--- config.mk ---
export PLATFORM = sky130hd
export DESIGN_NAME = sar_conversion_sequencer
export DESIGN_NICKNAME = d
export VERILOG_FILES = /design/src/hw/sar_seq_pkg.sv /design/src/hw/pin_sync.sv /design/src/hw/ext_clk_divider.sv /design/src/hw/sar_conversion_sequencer.sv
export SDC_FILE = /design/constraint.sdc
export NUM_CORES = 1
export LEC_CHECK = 0
export BUFFER_PORTS_ARGS = -buffer_cell sky130_fd_sc_hd__buf_4
export CORE_MARGIN = 10
export CORE_UTILIZATION = 51
export DETAILED_ROUTE_END_ITERATION = 8
export GPL_ROUTABILITY_DRIVEN = 0
export PLACE_DENSITY = 0.75
export RECOVER_POWER = 25
export SYNTH_ARGS = -nofsm -noshare
export SYNTH_HDL_FRONTEND = slang
export SYNTH_HIERARCHICAL = 1
export SYNTH_SLANG_ARGS = --single-unit
--- constraint.sdc ---
create_clock -name sys_clk_in -period 1.9 [get_ports sys_clk_in]
set_input_delay 0.19 -clock sys_clk_in [delete_from_list [all_inputs] [get_ports sys_clk_in]]
set_output_delay 0.19 -clock sys_clk_in [all_outputs]
set_load 0.02 [all_outputs]
--- src/hw/sar_seq_pkg.sv ---
// Constants and types shared by the conversion sequencer design.
// Assumes a 200 MHz system clock; converter clock arrives as a pin.
package sar_seq_pkg;
  localparam int RESULT_W = 8;
  localparam int DIV_W = 4;
  localparam logic [DIV_W-1:0] DIV_LAST = 4'hF;          // Divide by 16
  localparam logic [DIV_W-1:0] DIV_HALF = 4'h7;          // Mid phase, first step of each period
  localparam logic [3:0] SET_PULSE_LEN = 4'h8;           // Done set pulse, external periods
  localparam logic [RESULT_W-1:0] RESULT_ZERO = 8'h00;
  localparam logic [RESULT_W-1:0] RESULT_FULL = 8'hFF;
  localparam logic [RESULT_W-1:0] HEAD_ONE = 8'h80;
  localparam logic [RESULT_W:0] SHIFT_CLEAR = 9'h000;
  localparam logic [RESULT_W:0] SHIFT_HEAD = 9'h001;

  typedef enum logic [2:0] {
    ST_IDLE = 3'b001,
    ST_HOLD = 3'b010,
    ST_RUN = 3'b100
  } seq_state_t;
endpackage

--- src/hw/pin_sync.sv ---
// Two-flop synchroniser for a group of pin inputs.
// Assumes inputs are asynchronous to sys_clk_in.
`timescale 1ns/1ps
module pin_sync #(
  parameter int W = 1,
  parameter logic [W-1:0] INIT = '0
) (
  input wire logic sys_clk_in,
  input wire logic rst_in,
  input wire logic [W-1:0] d_in,
  output logic [W-1:0] q_out
);
  logic [W-1:0] meta_reg;

  // First stage read only by second stage
  always_ff @(posedge sys_clk_in or posedge rst_in) begin
    if (rst_in) begin
      meta_reg <= INIT;
      q_out <= INIT;
    end else begin
      meta_reg <= d_in;
      q_out <= meta_reg;
    end
  end
endmodule

--- src/hw/ext_clk_divider.sv ---
// Divides the synchronised converter clock by 16 and flags phases.
// Assumes conv_clk_in is already synchronised to sys_clk_in.
`timescale 1ns/1ps
module ext_clk_divider
  import sar_seq_pkg::*;
(
  input wire logic sys_clk_in,
  input wire logic rst_in,
  input wire logic conv_clk_in,
  output logic ext_tick_out,
  output logic step_tick_out,
  output logic gate_tick_out
);
  logic last_clk_reg;
  logic [DIV_W-1:0] div_reg;

  // Rising edge of the external clock
  always_comb begin
    ext_tick_out = conv_clk_in && !last_clk_reg;
  end

  always_ff @(posedge sys_clk_in or posedge rst_in) begin
    if (rst_in) begin
      last_clk_reg <= 1'b0;
    end else begin
      last_clk_reg <= conv_clk_in;
    end
  end

  // Free-running divide by 16
  always_ff @(posedge sys_clk_in or posedge rst_in) begin
    if (rst_in) begin
      div_reg <= '0;
    end else if (ext_tick_out) begin
      div_reg <= div_reg + 4'h1;
    end
  end

  always_comb begin
    step_tick_out = ext_tick_out && (div_reg == DIV_LAST);
    gate_tick_out = ext_tick_out && (div_reg == DIV_HALF);
  end
endmodule

--- src/hw/sar_conversion_sequencer.sv ---
// Digital control of an 8-bit successive approximation converter.
// Assumes an external comparator input and an external converter clock pin.
// Function
// - Negative input at or above positive input yields result zero.
// - MSB first, eight comparisons, seventy-two external clocks from launch to latch.
// - Result latched to output, then done output falls; all ones is full scale.
// - New start during conversion aborts it and restarts.
// - Start strobe falling edge clears approximation register and shift stages.
// - Select and start both low holds reset state, no progress.
// - Conversion begins one to eight external clocks after release.
// - Start flop sets on select and start low; clock-gated clear after release.
// - Internal step clock steps on both halves of the divide-by-sixteen, every eight external clocks.
// - Done set pulse lasts eight external clocks, even while reading.
// - Free-run falling done restarts, releasing done output quickly.
// - Select and read low clear done flop and drive result.
`timescale 1ns/1ps
module sar_conversion_sequencer
  import sar_seq_pkg::*;
(
  input wire logic sys_clk_in,
  input wire logic rst_in,
  input wire logic conv_clk_in,
  input wire logic select_n_in,
  input wire logic start_n_in,
  input wire logic read_n_in,
  input wire logic comp_high_in,
  output logic [RESULT_W-1:0] trial_code_out,
  output logic conversion_done_n_out,
  output logic [RESULT_W-1:0] data_out,
  output logic [RESULT_W-1:0] data_oe_n_out,
  output logic busy_out
);
  logic clk_s;
  logic select_n_s;
  logic start_n_s;
  logic read_n_s;
  logic comp_s;
  logic ext_tick;
  logic step_tick;
  logic full_tick;
  logic half_tick;
  logic launch;
  logic [RESULT_W-1:0] under_test;
  logic start_n_last_reg;
  logic start_set;
  logic start_fall;
  logic read_en;
  logic start_flop_reg;
  logic start_token_flop_reg;
  logic [RESULT_W:0] shift_reg;
  logic [RESULT_W-1:0] approximation_register_reg;
  logic [RESULT_W-1:0] result_reg;
  logic done_flop_reg;
  logic [3:0] set_count_reg;
  logic read_oe_reg;
  seq_state_t state_reg;

  // Stage holding the token marks the bit under test, MSB at the head
  function automatic logic [RESULT_W-1:0] test_mask(input logic [RESULT_W:0] stages);
    logic [RESULT_W-1:0] mask;
    mask = RESULT_ZERO;
    for (int i = 0; i < RESULT_W; i++) begin
      mask[i] = stages[RESULT_W-1-i];
    end
    return mask;
  endfunction

  // Pins synchronised before use
  pin_sync #(.W(5), .INIT(5'h0E)) u_sync (
    .sys_clk_in(sys_clk_in),
    .rst_in(rst_in),
    .d_in({conv_clk_in, select_n_in, start_n_in, read_n_in, comp_high_in}),
    .q_out({clk_s, select_n_s, start_n_s, read_n_s, comp_s})
  );

  // Internal sequencing clocks
  ext_clk_divider u_div (
    .sys_clk_in(sys_clk_in),
    .rst_in(rst_in),
    .conv_clk_in(clk_s),
    .ext_tick_out(ext_tick),
    .step_tick_out(full_tick),
    .gate_tick_out(half_tick)
  );

  // Strobe decode
  always_comb begin
    start_set = !select_n_s && !start_n_s;
    start_fall = start_set && start_n_last_reg;
    read_en = !select_n_s && !read_n_s;
    // One step on each half of the divided clock, eight external clocks apart
    step_tick = full_tick || half_tick;
    // Released start goes at the very next step, so the wait stays within eight clocks
    launch = step_tick && start_flop_reg && start_token_flop_reg && !start_set;
    under_test = test_mask(shift_reg);
  end

  always_ff @(posedge sys_clk_in or posedge rst_in) begin
    if (rst_in) begin
      start_n_last_reg <= 1'b1;
    end else begin
      start_n_last_reg <= start_n_s || select_n_s;
    end
  end

  // Start flop: set by strobes, cleared by gated pulse once released
  always_ff @(posedge sys_clk_in or posedge rst_in) begin
    if (rst_in) begin
      start_flop_reg <= 1'b0;
    end else if (start_set) begin
      start_flop_reg <= 1'b1;
    end else if (launch) begin
      start_flop_reg <= 1'b0;
    end
  end

  // Head stage loads a one while start flop is set
  always_ff @(posedge sys_clk_in or posedge rst_in) begin
    if (rst_in) begin
      start_token_flop_reg <= 1'b0;
    end else if (!start_flop_reg) begin
      start_token_flop_reg <= 1'b0;
    end else begin
      start_token_flop_reg <= 1'b1;
    end
  end

  // Shift register walks the token across eight steps
  always_ff @(posedge sys_clk_in or posedge rst_in) begin
    if (rst_in) begin
      shift_reg <= SHIFT_CLEAR;
    end else if (start_fall || start_set) begin
      shift_reg <= SHIFT_CLEAR;
    end else if (launch) begin
      shift_reg <= SHIFT_HEAD;
    end else if (start_flop_reg) begin
      shift_reg <= SHIFT_CLEAR;
    end else if (step_tick) begin
      shift_reg <= {shift_reg[RESULT_W-1:0], 1'b0};
    end
  end

  // Sequencer state
  always_ff @(posedge sys_clk_in or posedge rst_in) begin
    if (rst_in) begin
      state_reg <= ST_IDLE;
    end else begin
      case (state_reg)
        ST_IDLE: begin
          if (start_flop_reg) begin
            state_reg <= ST_HOLD;
          end
        end
        ST_HOLD: begin
          if (launch) begin
            state_reg <= ST_RUN;
          end
        end
        ST_RUN: begin
          if (start_set) begin
            state_reg <= ST_HOLD;
          end else if (step_tick && shift_reg[RESULT_W]) begin
            state_reg <= ST_IDLE;
          end
        end
        default: begin
          state_reg <= ST_IDLE;
        end
      endcase
    end
  end

  // Successive approximation, MSB first
  always_ff @(posedge sys_clk_in or posedge rst_in) begin
    if (rst_in) begin
      approximation_register_reg <= RESULT_ZERO;
    end else if (start_fall || start_flop_reg) begin
      approximation_register_reg <= RESULT_ZERO;
    end else if (step_tick && state_reg == ST_RUN) begin
      for (int i = 0; i < RESULT_W; i++) begin
        // Only the bit under test takes the comparator verdict
        if (under_test[i]) begin
          approximation_register_reg[i] <= comp_s;
        end
      end
    end
  end

  // Trial code to the ladder: kept bits plus bit under test
  always_comb begin
    trial_code_out = approximation_register_reg | under_test;
  end

  // Output latch loads as the token leaves the register
  always_ff @(posedge sys_clk_in or posedge rst_in) begin
    if (rst_in) begin
      result_reg <= RESULT_ZERO;
    end else if (step_tick && state_reg == ST_RUN && shift_reg[RESULT_W] && !start_set) begin
      result_reg <= approximation_register_reg;
    end
  end

  // Done set pulse: eight external clocks after the latch loads
  always_ff @(posedge sys_clk_in or posedge rst_in) begin
    if (rst_in) begin
      set_count_reg <= 4'h0;
    end else if (start_set) begin
      set_count_reg <= 4'h0;
    end else if (step_tick && state_reg == ST_RUN && shift_reg[RESULT_W]) begin
      set_count_reg <= SET_PULSE_LEN;
    end else if (ext_tick && set_count_reg != 4'h0) begin
      set_count_reg <= set_count_reg - 4'h1;
    end
  end

  // Done flop: set wins over read clear
  always_ff @(posedge sys_clk_in or posedge rst_in) begin
    if (rst_in) begin
      done_flop_reg <= 1'b0;
    end else if (start_flop_reg || start_set) begin
      done_flop_reg <= 1'b0;
    end else if (set_count_reg != 4'h0) begin
      done_flop_reg <= 1'b1;
    end else if (read_en) begin
      done_flop_reg <= 1'b0;
    end
  end

  // Read path enable
  always_ff @(posedge sys_clk_in or posedge rst_in) begin
    if (rst_in) begin
      read_oe_reg <= 1'b0;
    end else begin
      read_oe_reg <= read_en;
    end
  end

  // Pin outputs
  always_comb begin
    conversion_done_n_out = !done_flop_reg;
    data_out = result_reg;
    data_oe_n_out = read_oe_reg ? RESULT_ZERO : RESULT_FULL;
    busy_out = (state_reg != ST_IDLE);
  end
endmodule

==> impl_metrics.toml, run 1 <==
[critical_path]
cp-end-kind = "flip-flop"
cp.required_ns = 2.09
worstSetupPathType = "reg -> reg"
arrival_ns = 2.05
reg2reg_from = "u_div/last_clk_reg"
worst_r2r_path_depth = 7
path_max_fanout = 8
r2r_setup_slack_ns = 0.04
critPathLaunchType = "flip-flop"
r2r-end = "data_out[6]"

[drt]
wl_per_cell_um = 15.38
ant_nets = 0
num_vias = 1618
wirelength_mm = 4.598
drc = 0
drt-pass1-iter-count = 4
drt-initial-drc-count = 111
via_per_inst = 5.411

[timing]
tightest_slew_ns = 0.6859
slew_viol_final = 0
setup_viol = 0
layout_worst_path_cycle_share_pct = 97.98
fin_skew_ns = 0.009000
hold_slack_ns = 0.3495
slew_headroom_pct = 54.11
hold_viol = 0
period_needed_ns = 1.862
max_freq_ghz = 0.5372
setup-tns-final_ns = 0

[grt]
first_global_vias = 1641
grt_max_degree = 38
grt_pass1_wl_mm = 7.631
gr-usage-all-layers_pct = 12.36
grt_overflow_total = 0
antenna_found_initial = 0

[cells_and_area]
antenna_cells = 0
area_growth_pct = 20.07
nets = 256
largest_register_ffs = 9
seq_area_um2 = 1311
multi_input_area_um2 = 939.7
drive_gt1_share_pct = 35.63
layoutNonFillerInstCount = 299
fill_cells = 358

[power_and_ir_drop]
vdd_drop_max_uv = 716.1
leakagePower_nw = 1.331
power_per_cell_area_nw_per_um2 = 888.5

[floorplanning]
fp.dieW_um = 87.88
dieArea_um2 = 7722
rows = 24
ios = 33
start_util_pct = 53.23
core_um2 = 4414
die_h_um = 87.88

[clock_network]
numClockSinks = 52
worstSkewPairLatency_ns = 0.30
cts.clk_slew.worst_paths_ns = 0.09
numCtsBuffers = 5
cts_tree = "yes"
root_buffer = "clkbuf_8"
max-clock-path-buffers = 2
htree_num_levels = 2

[synthesis]
synth.area.mux_share_pct = 8.307
yosysTopAreaCellShare_pct = 46.86
syn-num-nets = 213
yosysTopAreaCell = "dfrtp_1"
synth_compound_area_share_pct = 6.496
synthAdderAreaFrac_pct = 1.597
synth_xor_area_share_pct = 1.438
ys_seq_area_share_pct = 55.80
synth_top_family_by_area = "simple AND/OR/NAND/NOR gates"
netlist_area_um2 = 2350
yosysUniqueCellTypes = 43
netlist_instances = 203
avgSynthCellArea_um2 = 11.58
synth-simple-area-share_pct = 21.09
yosysWarningCount = 6
yosys-top-cells-area = "dfrtp_1 47%, dfstp_2 8.9%, mux2i_1 3.8%, mux2_2 3.8%, a21oi_1 3.6%"
ys_seq_elements = 52

[job]
maxCapViolCount = 0

[worst_hold_path]
hp-class = "in -> async"

[placed_design]
dp.cells = 284
port_buffers = 32
hpwl_mm = 3.165

[status]
status = "complete, no violations"
[logic make-up after synthesis]
| family | count (synthesis) |
|---|---|
| AO/OA/AOI/OAI | 26 |
| XOR/XNOR | 3 |
| adder cells (fa/ha/maj) | 3 |
| buffers and inverters | 23 |
| flip-flops | 52 |
| multiplexers | 18 |
| AND/OR/NAND/NOR | 78 |
[layout by cell type, fill, tap and decap left out, drive strengths merged, types with 2 or more instances in the layout]
cell type    netlist  layout
ha                 3       3
clkbuf             3      14
mux2i              9       9
buf               12      38
nor2               7       7
dlygate4sd3        0       6
nor4b              2       2
or2                9       9
nor3b              5       5
a21oi             17      17
dfrtp             44      44
o21ai              2       2
nand3b            10      10
dfstp              8       8
or3b               3       3
nor2b              2       2
inv                8       8
nand3             11      11
a31o               2       2
mux2               9       9
xnor2              2       2
nand2b             3       3
nand2             20      20
[Yosys cell counts (all sizes together)]
master,n
and4,1
nor2,7
xor2,1
mux2i,9
clkbuf,3
a21o,1
a21oi,17
dfstp,8
or2,9
a221oi,1
a31o,2
a311oi,1
mux2,9
nand2,20
nand4,1
buf,12
nor3,1
or3,1
nand4b,1
or4,1
nand2b,3
inv,8
o21ai,2
nor3b,5
ha,3
o31ai,1
nor4b,2
dfrtp,44
or3b,3
xnor2,2
nor2b,2
nand3,11
o21bai,1
nand3b,10
[power breakdown]
part / switching (mW) / internal [mW] / total (mW)
Combinational: 0.268 / 0.282 / 0.550
Clock: 0.340 / 0.259 / 0.599
Sequential: 0.140 / 1.22 / 1.36
Total: 0.747 / 1.76 / 2.51
[routing by layer]
metal / global-route usage [%] / vias to the layer above / part of all wire (%) / routed length, um
li1: - / 777 / - / -
met1: 16.04 / 801 / 46 / 2128
met2: 18.85 / 35 / 47 / 2149
met3: 4.364 / 5 / 6.2 / 284
met4: 3.913 / 0 / 0.76 / 35
met5: 0 / - / 0 / 0
[metrics by stage]
step / total power [mW] / worst slack [ns] / utilization [%] / cell area, um^2
after floorplan: 1.707 / 0.02987 / - / 2350
after global placement: 1.872 / 0.08620 / 60.06 / 2651
after detailed placement: 1.882 / 0.01319 / 60.06 / 2651
after CTS: 2.487 / 0.006330 / 63.27 / 2793
after global routing: 2.634 / -0.04806 / 63.92 / 2821
final: 2.507 / 0.03844 / 63.92 / 2821
[final cells by class]
cell class	count	share of cell area, %
Sequential cell	52	46.47
Multi-Input combinational cell	128	33.30
Timing Repair Buffer	51	13.97
Clock buffer	7	2.705
Tap cell	52	2.306
Inverter	8	1.064
Clock inverter	1	0.1774
[timing repair]
item                                    4_1_cts  5_1_grt
hold buffers                                  6        0
gates resized for setup                       0        6
endpoints found under the setup margin        0       12
hold endpoints to repair                     14        0
buffers inserted                              0        1
[worst max-delay path, stage by stage (launching register included)]
cell,delay [ns]
dfrtp_1,0.40
nor2b_4,0.15
nand2_2,0.10
nor3b_4,0.28
o21ai_2,0.12
nor3b_4,0.21
buf_6,0.17
mux2_2,0.34
[how the worst max path moves through the flow]
stage / from / end / slack (ns) / depth (start not counted)
floorplan: u_div/last_clk_reg / data_out[0] / 0.03 / 7
global placement: u_div/last_clk_reg / data_out[4] / 0.09 / 7
detailed placement: u_div/last_clk_reg / data_out[7] / 0.01 / 7
CTS: u_div/last_clk_reg / data_out[7] / 0.006 / 7
global route: u_div/last_clk_reg / data_out[1] / -0.05 / 7
finish: u_div/last_clk_reg / data_out[6] / 0.04 / 7
Power figures use the tool's default switching activity.
==> run 2: changes to the inputs <==
CORE_ASPECT_RATIO = 0.9   (was unset)
==> run 2 against run 1 <==
Against the previous run:
- cell area is 3.0% higher
- critical path depth unchanged
- clock skew about the same
- register-to-register slack gained 0.02 ns
- clock-buffer cell count down 1
- final cell count up 4.3%
- sequential share of layout area decreased by 1.4 points
- highest routed layer unchanged
- fmax grew 1.2%
- die area barely moved
- routed wire length is 3.5% higher
- combinational power rose by 2%
- largest power group unchanged
==> impl_metrics.toml, run 2 (synthesis gave the netlist of run 1 again) <==
[critical_path]
cp-end-kind = "flip-flop"
cp.required_ns = 2.09
critPathLaunchType = "flip-flop"
arrival_ns = 2.03
max_stage_delay_ns = 0.40
path_buf_inv = 1
critPathSlowestCell = "dfrtp_1"
worstSetupPathType = "reg -> reg"
crit_chain = "nor2b_4, nand2_2, nor3b_4, o21ai_2, nor3b_4, buf_6, mux2_2"
crit_top_cell = "nor3b_4"
crit_family = "simple AND/OR/NAND/NOR gates"
path_max_fanout = 6

[timing]
max_freq_ghz = 0.5439
setup-tns-final_ns = 0
layout_worst_path_cycle_share_pct = 96.77
fin_skew_ns = 0.008991
slew_headroom_pct = 49.80
setup_slack_ns = 0.06139
hold_viol = 0
tightest_slew_ns = 0.7502
setup_viol = 0
grt_setup_unrepaired = "yes"
period_needed_ns = 1.839
slew_viol_final = 0

[drt]
drt-pass1-iter-count = 4
wirelength_mm = 4.758
wl_per_cell_um = 15.25
via_per_inst = 5.333
ant_nets = 0
num_vias = 1664
drt-initial-drc-count = 76
drc = 0

[floorplanning]
die_h_um = 84.40
ios = 33
dieArea_um2 = 7726
rows = 23
core_um2 = 4461
start_util_pct = 52.68
fp.dieW_um = 91.55

[status]
status = "complete, no violations"

[cells_and_area]
multi_input_area_um2 = 934.6
drive_gt1_share_pct = 37.60
layout_common_cells = "44 x dfrtp_1, 41 x buf_4, 19 x nand2_1"
post-route-util_pct = 65.16
fill_cells = 367
largest_register_ffs = 9
final_common_cell = "dfrtp_1"
area_growth_pct = 23.70
nets = 259
layoutNonFillerInstCount = 312
antenna_cells = 0
seq_area_um2 = 1311

[clock_network]
max-clock-path-buffers = 2
cts.clk_slew.worst_paths_ns = 0.09
worstSkewPairLatency_ns = 0.30
numCtsBuffers = 5
numClockSinks = 52
htree_num_levels = 2
cts_tree = "yes"
root_buffer = "clkbuf_8"

[power_and_ir_drop]
vdd_drop_max_uv = 803.5
power_mw = 2.803
power_per_cell_area_nw_per_um2 = 964.2
leakagePower_nw = 1.374

[grt]
grt_pass1_wl_mm = 8.142
grt_max_degree = 38
gr-usage-all-layers_pct = 12.67
grt_overflow_total = 0
antenna_found_initial = 0
first_global_vias = 1772

[worst_hold_path]
hp-class = "in -> async"

[placed_design]
port_buffers = 32
dp.cells = 294
dpl_worst_slack_ns = -0.004409
hpwl_mm = 3.228

[job]
maxCapViolCount = 0
## run 2: cell count changes in the layout (fill, tap and decap cells not counted), sizes merged
cell    delta
buf        +4
clkinv     -1
bufinv     +2
clkbuf     -2
## run 2: layer usage
| layer | wire, um | GRT usage, % | up-vias |
|---|---|---|---|
| met3 | 340 | 3.915 | 12 |
| li1 | - | - | 788 |
| met2 | 2238 | 19.95 | 45 |
| met4 | 98 | 5.832 | 0 |
| met1 | 2080 | 15.54 | 819 |
| met5 | 0 | 0 | - |
## run 2: path summary, 6_finish.rpt
check / start / end / slack (ns) / cells past startpoint
max in group asynchronous: rst_in / state_reg[0] / 0.99 / 4
setup reg to reg: u_div/last_clk_reg / data_out[7] / 0.06 / 7
hold reg to reg: u_sync/meta_reg[0] / u_sync/q_out[0] / 0.36 / 0
hold / removal: rst_in / u_div/last_clk_reg / 0.34 / 3
min in group sys_clk_in: u_sync/meta_reg[0] / u_sync/q_out[0] / 0.36 / 0
setup / recovery: u_div/last_clk_reg / data_out[7] / 0.06 / 7
## run 2: repair_timing
action                                  CTS  global route
setup buffers                             0             4
hold buffers                              6             0
resized for setup                         3             3
hold endpoints to repair                 14             0
pin swaps                                 0             5
endpoints found under the setup margin    6            14
## run 2: metrics by stage
step / instance area [um^2] / hold WS (ns)
4_1_cts: 2870 / 0.3581
3_3_place_gp: 2664 / 0.1210
6_report: 2907 / 0.3407
5_1_grt: 2907 / 0.3652
3_5_place_dp: 2664 / 0.1264
2_1_floorplan: 2350 / -0.03148
## run 2: worst register-to-register path: cells and delay by family, from the launching register on
kind,cells,cell delay (ns)
buffers and inverters,1,0.17
AO/OA/AOI/OAI,1,0.11
multiplexers,1,0.33
flip-flops,1,0.40
AND/OR/NAND/NOR,4,0.71
## run 2: area by class of cell
| type | instances | share of cell area, % |
|---|---|---|
| clock buffer | 6 | 2.497 |
| clock inverter | 2 | 2.066 |
| inverter | 8 | 1.033 |
| multi-input combinational | 128 | 32.16 |
| sequential | 52 | 45.11 |
| tap | 62 | 2.669 |
| timing repair buffer | 54 | 14.46 |
## run 2: power breakdown
group | total [mW] | switching [mW] | internal (mW) | leakage, nW
Sequential | 1.37 | 0.148 | 1.22 | 0.666
Clock | 0.875 | 0.349 | 0.526 | 0.0654
Combinational | 0.562 | 0.262 | 0.299 | 0.642
==> run 3: changes to the inputs <==
BUFFER_PORTS_ARGS = -buffer_cell sky130_fd_sc_hd__buf_2   (was -buffer_cell sky130_fd_sc_hd__buf_4)
TNS_END_PERCENT = 100   (was unset)
==> run 3 against run 2 <==
Against the previous run:
- routed wire length grew 1.7%
- worst hold slack worse by 0.0065 ns
- sequential power is essentially flat
- final cell count decreased by 0.32%
- clock-buffer cell count is the same
- critical path depth did not move
- clock power shrank 15%
- sequential share of layout area grew 1.7 points
- power is 5.9% lower
- largest cell class unchanged
==> impl_metrics.toml, run 3 (synthesis gave the netlist of run 1 again) <==
[critical_path]
max_stage_delay_ns = 0.37
arrival_ns = 2.05
critPathLaunchType = "flip-flop"
cp.required_ns = 2.10
path_buf_inv = 1
path_max_fanout = 8
crit_family = "simple AND/OR/NAND/NOR gates"
crit_top_cell = "nor3b_4"
crit_chain = "ha_2, nand2_4, nor3b_4, o21ai_2, nor3b_4, buf_12, mux2_2"
cp-end-kind = "flip-flop"
worstSetupPathType = "reg -> reg"
critPathSlowestCell = "dfrtp_1"

[power_and_ir_drop]
power_mw = 2.636
vdd_drop_max_uv = 1282
leakagePower_nw = 1.352
power_per_cell_area_nw_per_um2 = 940.5

[timing]
hold_viol = 0
setup_slack_ns = 0.05043
fin_skew_ns = 0.01176
grt_setup_unrepaired = "yes"
layout_worst_path_cycle_share_pct = 97.35
slew_headroom_pct = 52.72
tightest_slew_ns = 0.7065
max_freq_ghz = 0.5407
setup_viol = 0
hold_slack_ns = 0.3342
setup-tns-final_ns = 0
slew_viol_final = 0
period_needed_ns = 1.850

[cells_and_area]
drive_gt1_share_pct = 37.35
final_common_cell = "dfrtp_1"
nets = 258
final_area_um2 = 2803
antenna_cells = 0
layout_common_cells = "44 x dfrtp_1, 31 x buf_2, 19 x nand2_1"
fill_cells = 344
largest_register_ffs = 9
post-route-util_pct = 62.83
layoutNonFillerInstCount = 311
area_growth_pct = 19.28

[grt]
grt_pass1_wl_mm = 8.300
grt_max_degree = 38
first_global_vias = 1715
antenna_found_initial = 0
grt_overflow_total = 0
gr-usage-all-layers_pct = 12.89

[clock_network]
root_buffer = "clkbuf_8"
max-clock-path-buffers = 2
htree_num_levels = 2
cts.clk_slew.worst_paths_ns = 0.10
numCtsBuffers = 5
numClockSinks = 52
cts_tree = "yes"
worstSkewPairLatency_ns = 0.31

[floorplanning]
core_um2 = 4461
die_h_um = 84.40
rows = 23
ios = 33
dieArea_um2 = 7726
start_util_pct = 52.68
fp.dieW_um = 91.55

[job]
maxCapViolCount = 0

[drt]
wirelength_mm = 4.839
wl_per_cell_um = 15.56
ant_nets = 0
num_vias = 1633
drc = 0
drt-pass1-iter-count = 4
drt-initial-drc-count = 114
via_per_inst = 5.251

[placed_design]
dpl_cell_area_um2 = 2589
dp.cells = 293
hpwl_mm = 3.241
dpl_worst_slack_ns = 0.03831
port_buffers = 32

[status]
status = "complete, no violations"

[worst_hold_path]
hp-class = "in -> async"
run 3: worst paths after layout:
check / start / to / slack (ns) / cells past startpoint
max in group asynchronous: rst_in / state_reg[0] / 1.00 / 4
hold / removal: rst_in / u_div/div_reg[0] / 0.33 / 3
hold reg to reg: u_sync/meta_reg[0] / u_sync/q_out[0] / 0.36 / 0
min in group sys_clk_in: u_sync/meta_reg[0] / u_sync/q_out[0] / 0.36 / 0
setup / recovery: u_div/div_reg[0] / data_out[4] / 0.05 / 7
setup reg to reg: u_div/div_reg[0] / data_out[4] / 0.05 / 7
run 3: where the power goes:
group          internal [mW]  switching [mW]
Combinational          0.262           0.259
Sequential              1.22           0.151
Clock                  0.391           0.355
Total                   1.87           0.764
run 3: repair_timing:
action                     CTS  global route
hold buffers                 6             0
setup endpoints to repair    8             9
pin swaps                    0             4
resized for setup            2             2
hold endpoints to repair    14             0
gates cloned                 0             0
buffers inserted             0             4
run 3: per-layer routing:
metal,up-vias,global-route usage (%),part of all wire [%]
met5,-,0,0
met4,0,3.841,0.85
met3,7,4.448,7.9
met2,52,20.79,49
met1,796,15.89,42
li1,778,-,-
run 3: area by class of cell:
class	instances	area [um^2]	share of cell area, %
Sequential cell	52	1311	46.79
Multi-Input combinational cell	128	932.1	33.26
Timing Repair Buffer	53	344.1	12.28
Tap cell	62	77.57	2.768
Clock buffer	6	72.57	2.589
Clock inverter	2	35.03	1.250
Inverter	8	30.03	1.071
run 3: worst register-to-register path: stages (launching register included):
cell     delay (ns)
dfrtp_1        0.37
ha_2           0.23
nand2_4        0.07
nor3b_4        0.24
o21ai_2        0.11
nor3b_4        0.23
buf_12         0.15
mux2_2         0.34
